`config.mk`:
```
export PLATFORM = sky130hd
export DESIGN_NAME = gpiox_port
export DESIGN_NICKNAME = d
export VERILOG_FILES = /design/src/gpiox_pkg.sv /design/src/gpiox_irq_if.sv /design/src/gpiox_port.sv /design/src/gpiox_irq_det.sv
export SDC_FILE = /design/constraint.sdc
export NUM_CORES = 1
export LEC_CHECK = 0
export BUFFER_PORTS_ARGS = -buffer_cell sky130_fd_sc_hd__buf_2
export CAP_MARGIN = 30
export CORE_MARGIN = 2
export CORE_UTILIZATION = 28
export CTS_BUF_LIST = sky130_fd_sc_hd__clkbuf_4
export DETAILED_ROUTE_END_ITERATION = 8
export PLACE_DENSITY = 0.62
export SLEW_MARGIN = 0
export SYNTH_ARGS = -nofsm -noshare
export SYNTH_HDL_FRONTEND = slang
export SYNTH_SLANG_ARGS = --single-unit
```
`constraint.sdc`:
```
create_clock -name i_clk -period 3.17 [get_ports i_clk]
set_clock_uncertainty 0.15 [all_clocks]
set_input_delay 0.1585 -clock i_clk [delete_from_list [all_inputs] [get_ports i_clk]]
set_output_delay 0.1585 -clock i_clk [all_outputs]
set_load 0.05 [all_outputs]
```
`src/gpiox_pkg.sv`:
```
// constants for the eight-pin port with external interrupt detection
// assumes one 10 MHz clock, APB register access, 32-bit aligned words
// Contract
// eight pins, bit n of every port register controls pin n
// direction clear: pin is input, data read returns pin level
// input pin: data write changes only the latch, not the pin
// software writes data before switching a pin from input to output
// software avoids bit set/clear read-modify-write on the data register
// input-with-interrupt pin raises external request on an event, pins independent
// edge or level sensitivity selected per source in sensitivity control register
// pins sharing a vector detected per sensitivity, then ORed
// request latch hidden from software, cleared on vector fetch (here software can read it at OFS_IRQ_STATE)
// writing a changed sensitivity field discards the pending request
// direction set: pin is output, reads return stored latch
// option selects push-pull or open-drain; 1 floats in open-drain
// input option selects pull-up; high driver only for push-pull output
// peripheral using a pin overrides normal port programming automatically
// peripheral output forces output mode, push-pull or open-drain as asked
// software sets pin as input for peripheral input; level stays readable
// pin used both ways by peripheral configured as floating input
// input pin with alternate output: data read returns alternate output
// output pin with alternate input: peripheral receives data latch
// software never enables alternate function on input-with-interrupt pin
// analog converter pin configured as floating input by software
// low-power states leave port alone; external requests wake device
// pin inputs pass two flip-flops before reads and detection
package gpiox_pkg;

	localparam int          GPIOX_PINS     = 8;
	localparam int          GPIOX_SRCS     = 2;
	localparam int          GPIOX_AW       = 12;
	localparam int          GPIOX_DW       = 32;

	// register byte offsets
	localparam logic [11:0] OFS_PORT_DATA  = 12'h000;
	localparam logic [11:0] OFS_PORT_DIR   = 12'h004;
	localparam logic [11:0] OFS_PORT_OPT   = 12'h008;
	localparam logic [11:0] OFS_SENS_CTRL  = 12'h00C;
	localparam logic [11:0] OFS_IRQ_STATE  = 12'h010;

	// all port registers clear at reset
	localparam logic [7:0]  RST_PORT       = 8'h00;
	localparam logic [3:0]  RST_SENS       = 4'h0;

	// sensitivity field: two bits per source, source s at bit 2*s
	localparam int          SENS_W         = 2;
	localparam int          SENS_POS0      = 0;

	// pins belonging to each source, source 0 in the low byte
	localparam logic [15:0] SRC_PINS_DEF   = 16'hF00F;
	localparam logic [7:0]  IRQ_CAPABLE    = 8'hFF;

	typedef enum logic [1:0] {
		SENS_FALL_LOW,
		SENS_RISE,
		SENS_FALL,
		SENS_BOTH
	} gpiox_sens_e;

endpackage : gpiox_pkg

```
`src/gpiox_irq_if.sv`:
```
// carrier between the port core and one interrupt source detector
// assumes both ends share the port clock
`timescale 1ns/1ps
interface gpiox_irq_if #(
	parameter int W = 8
);
	import gpiox_pkg::*;

	logic [W-1:0] lvl;
	logic [W-1:0] en;
	gpiox_sens_e  sens;
	logic         sens_chg;
	logic         fetch;
	logic         req;

	modport ctl (output lvl, output en, output sens, output sens_chg, output fetch, input req);
	modport det (input lvl, input en, input sens, input sens_chg, input fetch, output req);
endinterface : gpiox_irq_if

```
`src/gpiox_port.sv`:
```
// eight-pin port: APB registers, pin drivers, alternate functions, interrupts
// assumes an APB master on i_clk; pins and peripherals drive the i_ signals
//
// Implementation choices: the register offsets and the APB interface to the registers.
`timescale 1ns/1ps
module gpiox_port #(
	parameter int          W        = gpiox_pkg::GPIOX_PINS,
	parameter int          NSRC     = gpiox_pkg::GPIOX_SRCS,
	parameter logic [15:0] SRC_PINS = gpiox_pkg::SRC_PINS_DEF,
	parameter logic [7:0]  IRQ_PINS = gpiox_pkg::IRQ_CAPABLE
) (
	input  wire logic                          i_clk,
	input  wire logic                          i_rst_n,
	// apb slave
	input  wire logic                          i_psel,
	input  wire logic                          i_penable,
	input  wire logic                          i_pwrite,
	input  wire logic [gpiox_pkg::GPIOX_AW-1:0] i_paddr,
	input  wire logic [gpiox_pkg::GPIOX_DW-1:0] i_pwdata,
	output logic      [gpiox_pkg::GPIOX_DW-1:0] o_prdata,
	output logic                               o_pready,
	output logic                               o_pslverr,
	// pad side
	input  wire logic [W-1:0]                  i_pin_in,
	output logic      [W-1:0]                  o_pin_out,
	output logic      [W-1:0]                  o_pin_oe,
	output logic      [W-1:0]                  o_pullup_en,
	// peripheral alternate functions
	input  wire logic [W-1:0]                  i_alt_en,
	input  wire logic [W-1:0]                  i_alt_out_en,
	input  wire logic [W-1:0]                  i_alt_out,
	input  wire logic [W-1:0]                  i_alt_od,
	output logic      [W-1:0]                  o_alt_in,
	// interrupt controller side
	input  wire logic [NSRC-1:0]               i_vec_fetch,
	output logic      [NSRC-1:0]               o_ext_irq_source,
	output logic                               o_wake
);
	import gpiox_pkg::*;

	localparam int SW = NSRC * SENS_W;

	logic [W-1:0]  port_data_r;
	logic [W-1:0]  port_direction_r;
	logic [W-1:0]  port_option_r;
	logic [SW-1:0] ext_irq_sensitivity_ctrl_r;
	logic [W-1:0]  pin_s1_r;
	logic [W-1:0]  pin_s2_r;
	logic [W-1:0]  alt_drv;
	logic [W-1:0]  eff_dir;
	logic [W-1:0]  eff_val;
	logic [W-1:0]  eff_pp;
	logic [W-1:0]  rd_data;
	logic [W-1:0]  irq_pin_en;
	logic [NSRC-1:0] req;
	logic          wr_en;
	logic          rd_setup;
	logic          addr_ok;
	logic [GPIOX_DW-1:0] rd_mux;
	logic [GPIOX_DW-1:0] prdata_r;
	logic [W-1:0]  pin_out_r;
	logic [W-1:0]  pin_oe_r;
	logic [W-1:0]  pullup_r;
	logic [W-1:0]  alt_in_r;

	// pad levels are asynchronous; s1 feeds only s2
	always_ff @(posedge i_clk or negedge i_rst_n) begin
		if (!i_rst_n) begin
			pin_s1_r <= RST_PORT;
			pin_s2_r <= RST_PORT;
		end else begin
			pin_s1_r <= i_pin_in;
			pin_s2_r <= pin_s1_r;
		end
	end

	// apb decode; zero wait states so pready is always high
	assign o_pready = 1'b1;
	assign wr_en    = i_psel & i_penable & i_pwrite;
	assign rd_setup = i_psel & ~i_penable & ~i_pwrite;
	always_comb begin
		unique case (i_paddr)
			OFS_PORT_DATA, OFS_PORT_DIR, OFS_PORT_OPT,
			OFS_SENS_CTRL, OFS_IRQ_STATE: addr_ok = 1'b1;
			default:                      addr_ok = 1'b0;
		endcase
	end
	// unmapped address answers with an error, writes ignored
	assign o_pslverr = i_psel & i_penable & ~addr_ok;

	// data latch: written in every mode, drives pin only when output
	always_ff @(posedge i_clk or negedge i_rst_n) begin
		if (!i_rst_n) begin
			port_data_r <= RST_PORT;
		end else if (wr_en && i_paddr == OFS_PORT_DATA) begin
			port_data_r <= i_pwdata[W-1:0];
		end
	end

	// direction, one bit per pin
	always_ff @(posedge i_clk or negedge i_rst_n) begin
		if (!i_rst_n) begin
			port_direction_r <= RST_PORT;
		end else if (wr_en && i_paddr == OFS_PORT_DIR) begin
			port_direction_r <= i_pwdata[W-1:0];
		end
	end

	// option: pull-up in input, push-pull in output
	always_ff @(posedge i_clk or negedge i_rst_n) begin
		if (!i_rst_n) begin
			port_option_r <= RST_PORT;
		end else if (wr_en && i_paddr == OFS_PORT_OPT) begin
			port_option_r <= i_pwdata[W-1:0];
		end
	end

	// sensitivity fields, two bits per source
	always_ff @(posedge i_clk or negedge i_rst_n) begin
		if (!i_rst_n) begin
			ext_irq_sensitivity_ctrl_r <= RST_SENS[SW-1:0];
		end else if (wr_en && i_paddr == OFS_SENS_CTRL) begin
			ext_irq_sensitivity_ctrl_r <= i_pwdata[SW-1:0];
		end
	end

	// alternate function overrides the register programming
	always_comb begin
		alt_drv = i_alt_en & i_alt_out_en;
		eff_dir = port_direction_r | alt_drv;
		eff_val = (alt_drv & i_alt_out) | (~alt_drv & port_data_r);
		eff_pp  = (alt_drv & ~i_alt_od) | (~alt_drv & port_option_r);
	end

	// pad controls registered so they change cleanly once per clock
	always_ff @(posedge i_clk or negedge i_rst_n) begin
		if (!i_rst_n) begin
			pin_out_r <= RST_PORT;
			pin_oe_r  <= RST_PORT;
			pullup_r  <= RST_PORT;
		end else begin
			pin_out_r <= eff_val;
			// low drives in both modes; high only when push-pull
			pin_oe_r  <= eff_dir & (~eff_val | eff_pp);
			// pull-up only for inputs; input pins never drive
			pullup_r  <= ~eff_dir & port_option_r;
		end
	end
	assign o_pin_out   = pin_out_r;
	assign o_pin_oe    = pin_oe_r;
	assign o_pullup_en = pullup_r;

	// peripheral input: output pins hand over the latch instead of the pad
	always_ff @(posedge i_clk or negedge i_rst_n) begin
		if (!i_rst_n) begin
			alt_in_r <= RST_PORT;
		end else begin
			alt_in_r <= (port_direction_r & port_data_r)
			            | (~port_direction_r & pin_s2_r);
		end
	end
	assign o_alt_in = alt_in_r;

	// data read view per pin
	always_comb begin
		for (int i = 0; i < W; i++) begin
			if (port_direction_r[i]) begin
				rd_data[i] = port_data_r[i];
			end else if (alt_drv[i]) begin
				rd_data[i] = i_alt_out[i];
			end else begin
				rd_data[i] = pin_s2_r[i];
			end
		end
	end

	// read mux; narrow registers sit in the low bits
	always_comb begin
		rd_mux = {GPIOX_DW{1'b0}};
		unique case (i_paddr)
			OFS_PORT_DATA: rd_mux[W-1:0]    = rd_data;
			OFS_PORT_DIR:  rd_mux[W-1:0]    = port_direction_r;
			OFS_PORT_OPT:  rd_mux[W-1:0]    = port_option_r;
			OFS_SENS_CTRL: rd_mux[SW-1:0]   = ext_irq_sensitivity_ctrl_r;
			OFS_IRQ_STATE: rd_mux[NSRC-1:0] = req;
			default:       rd_mux           = {GPIOX_DW{1'b0}};
		endcase
	end

	// read data captured in the setup cycle, held through the access
	always_ff @(posedge i_clk or negedge i_rst_n) begin
		if (!i_rst_n) begin
			prdata_r <= 32'h0000_0000;
		end else if (rd_setup) begin
			prdata_r <= rd_mux;
		end
	end
	assign o_prdata = prdata_r;

	// input-with-interrupt: direction clear, option set, pin capable
	assign irq_pin_en = ~port_direction_r & port_option_r & IRQ_PINS[W-1:0];

	// one detector per vector, each sees only its own pin group
	for (genvar s = 0; s < NSRC; s++) begin : g_src
		gpiox_irq_if #(.W(W)) irq ();
		gpiox_irq_det #(.W(W)) u_det (
			.i_clk   (i_clk),
			.i_rst_n (i_rst_n),
			.irq     (irq.det)
		);
		assign irq.lvl   = pin_s2_r;
		assign irq.en    = irq_pin_en & SRC_PINS[s*W +: W];
		assign irq.sens  = gpiox_sens_e'(ext_irq_sensitivity_ctrl_r[s*SENS_W +: SENS_W]);
		// only a real change of this source's field discards the request
		assign irq.sens_chg = wr_en && (i_paddr == OFS_SENS_CTRL)
		                      && (i_pwdata[s*SENS_W +: SENS_W]
		                          != ext_irq_sensitivity_ctrl_r[s*SENS_W +: SENS_W]);
		assign irq.fetch = i_vec_fetch[s];
		assign req[s]    = irq.req;
	end

	// requests go to the cpu; clocks may be stopped, so wake is the same level
	assign o_ext_irq_source = req;
	assign o_wake           = |req;

endmodule : gpiox_port

```
`src/gpiox_irq_det.sv`:
```
// one external interrupt source: per-pin detection, OR, request latch
// assumes levels arrive already synchronised to i_clk
`timescale 1ns/1ps
module gpiox_irq_det #(
	parameter int W = 8
) (
	input  wire logic i_clk,
	input  wire logic i_rst_n,
	gpiox_irq_if.det  irq
);
	import gpiox_pkg::*;

	logic [W-1:0] prev_r;
	logic         hit;
	logic         req_r;

	// event test for one pin under the programmed sensitivity
	function automatic logic pin_event(input gpiox_sens_e s, input logic cur, input logic old);
		unique case (s)
			SENS_FALL_LOW: pin_event = ~cur;
			SENS_RISE:     pin_event = cur & ~old;
			SENS_FALL:     pin_event = ~cur & old;
			SENS_BOTH:     pin_event = cur ^ old;
		endcase
	endfunction : pin_event

	// previous level for edge detection
	always_ff @(posedge i_clk or negedge i_rst_n) begin
		if (!i_rst_n) begin
			prev_r <= {W{1'b0}};
		end else begin
			prev_r <= irq.lvl;
		end
	end

	// detect each pin first, then combine
	always_comb begin
		hit = 1'b0;
		for (int i = 0; i < W; i++) begin
			hit = hit | (irq.en[i] & pin_event(irq.sens, irq.lvl[i], prev_r[i]));
		end
	end

	// request latch, readable at OFS_IRQ_STATE; a new event wins over fetch or sensitivity rewrite
	always_ff @(posedge i_clk or negedge i_rst_n) begin
		if (!i_rst_n) begin
			req_r <= 1'b0;
		end else if (hit) begin
			req_r <= 1'b1;
		end else if (irq.fetch || irq.sens_chg) begin
			req_r <= 1'b0;
		end
	end

	assign irq.req = req_r;

endmodule : gpiox_irq_det

```
==> results of run 1 <==
state kept, by name, summed over array words and instances (netlist names):
register,cells
g_src.irq.lvl,8
g_src.u_det.prev_r,8
o_alt_in,8
o_pin_oe,8
o_pin_out,8
o_prdata,8
o_pullup_en,8
pin_s1_r,8
port_data_r,8
port_direction_r,8
port_option_r,8
ext_irq_sensitivity_ctrl_r,4
g_src.u_det.irq.req,2
repair_timing:
item,CTS,global route
endpoints found under the hold margin,113,0
endpoints found under the setup margin,0,0
hold buffers,82,0
cell usage after synthesis (2+ instances only):
master     instances
nor3b_4            2
and3_1             9
nor2_1            11
a22o_1             5
a21o_1            10
a31o_2             4
nand4_1            2
a211o_1            5
mux2_2            32
xnor2_1            2
nand2b_1          10
buf_2              4
nor3_2             2
nor3_1             3
nor3b_1            2
nor2b_1            4
dfrtp_1           94
xor2_1             2
mux4_2             6
and3b_1            2
clkbuf_1           5
inv_1             32
ha_1              16
a2111oi_0          4
buf_4             27
o21ai_0           24
o22a_1             2
a22oi_1            2
a31oi_1            5
nand3b_1           3
a21oi_1           12
conb_1             2
a211oi_1           4
nand2_1           35
cells by family (layout without fill, tap and decap cells):
group | count (synthesis) | count (layout)
DFF | 94 | 94
AOI/OAI and AO/OA | 83 | 83
other | 2 | 25
buffers and inverters | 69 | 246
xor gates and xnor gates | 4 | 4
adders and majority gates | 16 | 16
muxes | 38 | 38
and+or+nand+nor | 92 | 92
how the worst max path moves through the flow:
stage               cells past startpoint                                  to          from
floorplan                               4  g_src[1].u_det.irq.req$_DFFE_PN0P_    i_paddr[9]
global placement                        5     port_direction_r[3]$_DFFE_PN0P_    i_paddr[9]
detailed placement                      5     port_direction_r[5]$_DFFE_PN0P_    i_paddr[9]
CTS                                     8               o_pin_oe[5]$_DFF_PN0_   i_alt_od[5]
global route                            8               o_pin_oe[4]$_DFF_PN0_  i_alt_out[4]
finish                                  8               o_pin_oe[4]$_DFF_PN0_  i_alt_out[4]
metrics by stage:
| step | worst slack (ps) | util |
|---|---|---|
| 2_1_floorplan | 1420 | - |
| 3_3_place_gp | 960 | 0.331 |
| 3_5_place_dp | 918 | 0.331 |
| 4_1_cts | 773 | 0.392 |
| 5_1_grt | 692 | 0.392 |
| 6_report | 743 | 0.392 |
metal layers:
layer  share of wire  up-vias  track usage
met4           0.020        0       0.0531
met2            0.51      117        0.256
met1            0.42     1819        0.171
li1                -     1737            -
met3           0.054       24       0.0440
met5               0        -            0
worst max-delay path: cells and delay by family:
| kind | cells | cell delay, ps |
|---|---|---|
| simple gates | 2 | 140 |
| compound gates | 1 | 40 |
| buf+inv | 5 | 2310 |
power groups by stage:
stage / Sequential (mW) / Clock, mW / Combinational [mW]
floorplan: 1.34 / 0 / 0.169
global placement: 1.27 / 0 / 0.328
detailed placement: 1.27 / 0 / 0.335
CTS: 1.25 / 0.695 / 0.405
global route: 1.26 / 0.751 / 0.437
finish: 1.25 / 0.666 / 0.405
layout make-up:
class / count / area, µm²
Tap cell: 216 / 270
Inverter: 32 / 120
Clock inverter: 4 / 47.5
Clock buffer: 12 / 90.1
Sequential cell: 94 / 2350
Fill cell: 1550 / 9670
Multi-Input combinational cell: 258 / 1920
Timing Repair Buffer: 198 / 1420
==> results.py, run 1 <==
metrics = {
    "outcome": {
        "outcome": "complete, no violations",
    },
    "pwr": {
        "power.total_mw": 2.32,
        "power.leakage_nw": 3.24,
        "seq_power_share": 0.539,
        "peakVddDrop_mv": 0.181,
        "power.density_nw_per_um2": 373,
        "p_int_mw": 1.65,
        "clkPwrFrac": 0.287,
        "p_sw_frac": 0.291,
        "power_frac_comb": 0.174,
        "p_sw_mw": 0.676,
    },
    "sta": {
        "fin_tns_setup_ps": 0,
        "maxSlewViolCount": 0,
        "rsz0062_at_grt": "false",
        "slew_headroom": 0.548,
        "fmax_mhz": 412,
        "hold_slack_ps": 45.7,
        "setup_viol": 0,
        "period_share": 0.766,
        "tightest_slew_ps": 678,
        "period_minus_slack_ps": 2430,
        "hold_violations": 0,
    },
    "worst_setup_path": {
        "rr_endpoint": "g_src[0].u_det.irq.req$_DFFE_PN0P_",
        "slowest_stage": "dlygate4sd3_1",
        "r2r-start": "ext_irq_sensitivity_ctrl_r[1]$_DFFE_PN0P_",
        "r2r_cells": 5,
        "worst-path-max-fanout": 2,
        "regToRegSetupSlack_ps": 1120,
        "cp-end-kind": "flip-flop",
        "worst_setup_path_start_kind": "input pin",
        "critPathKind": "input pin to flip-flop",
        "worstPathCellList": "dlygate4sd3_1, buf_2, nand2_1, dlygate4sd3_1, nor2_1, dlygate4sd3_1, a21oi_1, dlygate4sd3_1",
        "cpMostUsedCell": "dlygate4sd3_1",
        "worstPathArrival_ps": 2650,
        "crit_required_ps": 3400,
        "slowest_delay_ps": 570,
    },
    "synth": {
        "synth_area_um2": 4550,
        "yosysUniqueCellTypes": 48,
        "synth_xor_area_frac": 0.00770,
        "synth.mux.area_fraction": 0.109,
        "synthAdderAreaFrac": 0.0440,
        "syn_inst": 398,
        "ys_top_cells_by_area": "dfrtp_1, mux2_2, buf_4",
        "synth_compound_area_frac": 0.123,
        "ys_seq_elements": 94,
        "async_flop_share": 1.00,
        "synth_enable_flop_cells": 0,
        "synth_top_family_by_area": "compound AO/OA/AOI/OAI gates",
        "postSynthAreaPerCell_um2": 11.4,
        "ys_warn_count": 0,
        "ys_seq_area_frac": 0.517,
        "synth.top_cell.area_share": 0.517,
        "yosys.area_share.simple": 0.118,
        "synth_flop_cell": "dfrtp_1",
        "yosysTopAreaCell": "dfrtp_1",
    },
    "global_route": {
        "grt.total_usage": 0.147,
        "grt_max_degree": 53,
        "overflow": 0,
        "antenna_found_initial": 0,
        "grt_pass1_wl_mm": 20.1,
        "grt_pass1_vias": 4011,
    },
    "finish": {
        "fin_nets": 700,
        "fin_area_um2": 6220,
        "diodes": 0,
        "final_common_cell": "buf_2",
        "area_delta_synth_final_pct": 36.6,
        "drive_above_1_share": 0.301,
        "layout.cells.non_filler": 814,
        "most-common-layout-cells": "buf_2, dfrtp_1, dlygate4sd3_1",
    },
    "cts": {
        "clock_latency_ps": 470,
        "cts_setup_buffers": 0,
        "clkTransAtPathRegs_ps": 150,
        "cts_root_buffer": "clkbuf_4",
        "clk_path_buf_depth": 2,
        "cts_buffers": 9,
        "htree_num_levels": 3,
        "cts.sinks": 94,
        "cts_tree": "built",
        "cts_resized": 0,
    },
    "floorplan": {
        "start_util": 0.287,
        "die_w_um": 132,
        "ios": 160,
        "rows": 46,
        "die_h_um": 132,
        "die_area_um2": 17300,
        "coreArea_um2": 15900,
    },
    "place": {
        "io_buffers": 110,
        "dp.cells": 716,
        "hpwl_mm": 8.62,
        "gp_congestion": 0.774,
        "place_area_um2": 5260,
    },
    "routing": {
        "avgRoutedWirePerCell_um": 14.9,
        "drc": 0,
        "ant_nets": 0,
        "wirelength_mm": 12.1,
        "dr.pass1.iters": 4,
        "via_per_inst": 4.54,
        "vias": 3697,
        "first_iter_violations": 123,
    },
    "run": {
        "drv_cap": 0,
    },
    "hold_path": {
        "min_path_cells": 3,
        "hp-class": "input pin to flip-flop",
        "hold_path_end": "o_prdata[1]$_DFFE_PN0P_",
        "min_from": "i_paddr[4]",
    },
}
Note: power is estimated with default switching activity, not from simulation.
==> run 2: changes to the inputs <==
Clock period 3.17 ns to 2.45 ns, I/O delays scaled along.
==> run 2 against run 1 <==
Against the previous run: flip-flop and latch count unchanged; global-route usage down 0.11 points; wire length is 1.7% higher; first-iteration DRC count rose by 15%; clock power rose by 27%; critical path depth is the same; worst setup slack got worse by 680 ps; total power grew 29%; sequential share of layout area down 0.41 points; utilization is 0.43 points higher; count of clock-buffer cells in the layout down 2.
==> results.py, run 2 (synthesis results as in run 1) <==
metrics = {
    "worst_setup_path": {
        "rr_endpoint": "g_src[0].u_det.irq.req$_DFFE_PN0P_",
        "regToRegSetupSlack_ps": 400,
        "cpMostUsedCell": "dlygate4sd3_1",
        "worst_setup_path_start_kind": "input pin",
        "cp_top_family": "buffers and inverters",
        "slowest_delay_ps": 570,
        "r2r-start": "ext_irq_sensitivity_ctrl_r[1]$_DFFE_PN0P_",
        "cp-end-kind": "flip-flop",
        "cp_num_buf_inv": 5,
        "slowest_stage": "dlygate4sd3_1",
        "worstPathArrival_ps": 2650,
        "worstPathCellList": "dlygate4sd3_1, buf_2, nand2_1, dlygate4sd3_1, nor2_1, dlygate4sd3_1, a21oi_1, dlygate4sd3_1",
        "worst-path-max-fanout": 2,
        "critPathKind": "input pin to flip-flop",
        "crit_required_ps": 2710,
        "r2r_cells": 5,
    },
    "sta": {
        "fmax_mhz": 419,
        "maxSlewViolCount": 0,
        "tightest_slew_ps": 599,
        "slew_headroom": 0.601,
        "setup_viol": 0,
        "hold_slack_ps": 66.8,
        "rsz0062_at_grt": "false",
        "hold_violations": 0,
        "fin_tns_setup_ps": 0,
        "period_minus_slack_ps": 2390,
        "period_share": 0.974,
    },
    "routing": {
        "drc": 0,
        "vias": 3678,
        "first_iter_violations": 142,
        "wirelength_mm": 12.3,
        "avgRoutedWirePerCell_um": 15.0,
        "ant_nets": 0,
        "via_per_inst": 4.48,
        "dr.pass1.iters": 4,
    },
    "floorplan": {
        "ios": 160,
        "die_w_um": 132,
        "start_util": 0.287,
        "die_area_um2": 17300,
        "rows": 46,
        "die_h_um": 132,
        "coreArea_um2": 15900,
    },
    "finish": {
        "most-common-layout-cells": "buf_2, dfrtp_1, dlygate4sd3_1",
        "diodes": 0,
        "drive_above_1_share": 0.296,
        "layout.cells.non_filler": 821,
        "fin_nets": 707,
        "fill_cells": 1525,
        "final_common_cell": "buf_2",
        "area_delta_synth_final_pct": 38.1,
    },
    "global_route": {
        "grt_pass1_vias": 3830,
        "antenna_found_initial": 0,
        "grt_pass1_wl_mm": 19.5,
        "overflow": 0,
        "grt.total_usage": 0.146,
        "grt_max_degree": 51,
    },
    "place": {
        "io_buffers": 110,
        "dp.cells": 718,
        "gp_congestion": 0.808,
        "hpwl_mm": 8.46,
    },
    "cts": {
        "cts_buffers": 9,
        "cts_setup_buffers": 0,
        "clkTransAtPathRegs_ps": 140,
        "cts_tree": "built",
        "cts.sinks": 94,
        "clock_latency_ps": 470,
        "cts_root_buffer": "clkbuf_4",
        "htree_num_levels": 3,
        "cts_resized": 0,
        "clk_path_buf_depth": 2,
    },
    "pwr": {
        "power_frac_comb": 0.178,
        "power.density_nw_per_um2": 476,
        "p_sw_frac": 0.298,
        "p_int_mw": 2.10,
        "peakVddDrop_mv": 0.190,
        "clkPwrFrac": 0.282,
        "p_sw_mw": 0.893,
        "power.leakage_nw": 3.26,
        "seq_power_share": 0.540,
    },
    "hold_path": {
        "hp-class": "input pin to async pin",
    },
    "outcome": {
        "outcome": "complete, no violations",
    },
    "run": {
        "drv_cap": 0,
    },
}
==> run 2: through the flow <==
stage	area, µm²	total power [mW]	util	worst slack, ps
2_1_floorplan	4640	1.95	-	736
3_3_place_gp	5290	2.07	0.333	335
3_5_place_dp	5290	2.09	0.333	316
4_1_cts	6300	3.03	0.396	150
5_1_grt	6290	3.14	0.396	47.6
6_report	6290	3.00	0.396	63.6
==> run 2: worst max path at each step <==
| stage | from | endpoint | depth (start not counted) |
|---|---|---|---|
| CTS | i_alt_od[5] | o_pin_oe[5]$_DFF_PN0_ | 8 |
| global placement | i_paddr[9] | port_option_r[5]$_DFFE_PN0P_ | 6 |
| global route | i_alt_od[7] | o_pin_oe[7]$_DFF_PN0_ | 8 |
| detailed placement | i_paddr[9] | port_option_r[6]$_DFFE_PN0P_ | 6 |
| finish | i_alt_out[7] | o_pin_oe[7]$_DFF_PN0_ | 8 |
| floorplan | g_src[0].irq.lvl[0]$_DFF_PN0_ | g_src[0].u_det.irq.req$_DFFE_PN0P_ | 6 |
==> run 2: worst reg2reg max path: stages, from the launching register on <==
cell           delay (ps)
dfrtp_1               600
xor2_1                180
nor2_1                 60
o41ai_1               250
dlygate4sd3_1         600
nand4_1                90
==> run 2: what timing repair did <==
item / in CTS / in global routing
hold buffers: 88 / 0
endpoints found under the hold margin: 164 / 0
setup endpoints to repair: 0 / 1
==> run 2: final cells by class <==
cell class                 count  area (µm²)  share of cell area
clock buffer                  10        75.1              0.0119
clock inverter                 6        52.6             0.00836
inverter                      32         120              0.0191
multi-input combinational    258        1920               0.305
sequential                    94        2350               0.374
tap                          216         270              0.0430
timing repair buffer         205        1500               0.238
==> run 2: metal layers <==
layer / GRT usage / wire length [µm]
met4: 0.0682 / 391
met3: 0.0421 / 684
met2: 0.244 / 5990
met1: 0.172 / 5240
met5: 0 / 0
==> run 2: power groups by stage <==
stage          clock network (mW)  logic [mW]  registers, mW
2_1_floorplan                   0       0.219           1.73
3_3_place_gp                    0       0.428           1.65
3_5_place_dp                    0       0.437           1.65
4_1_cts                     0.883       0.533           1.62
5_1_grt                     0.947       0.574           1.62
6_report                    0.844       0.533           1.62
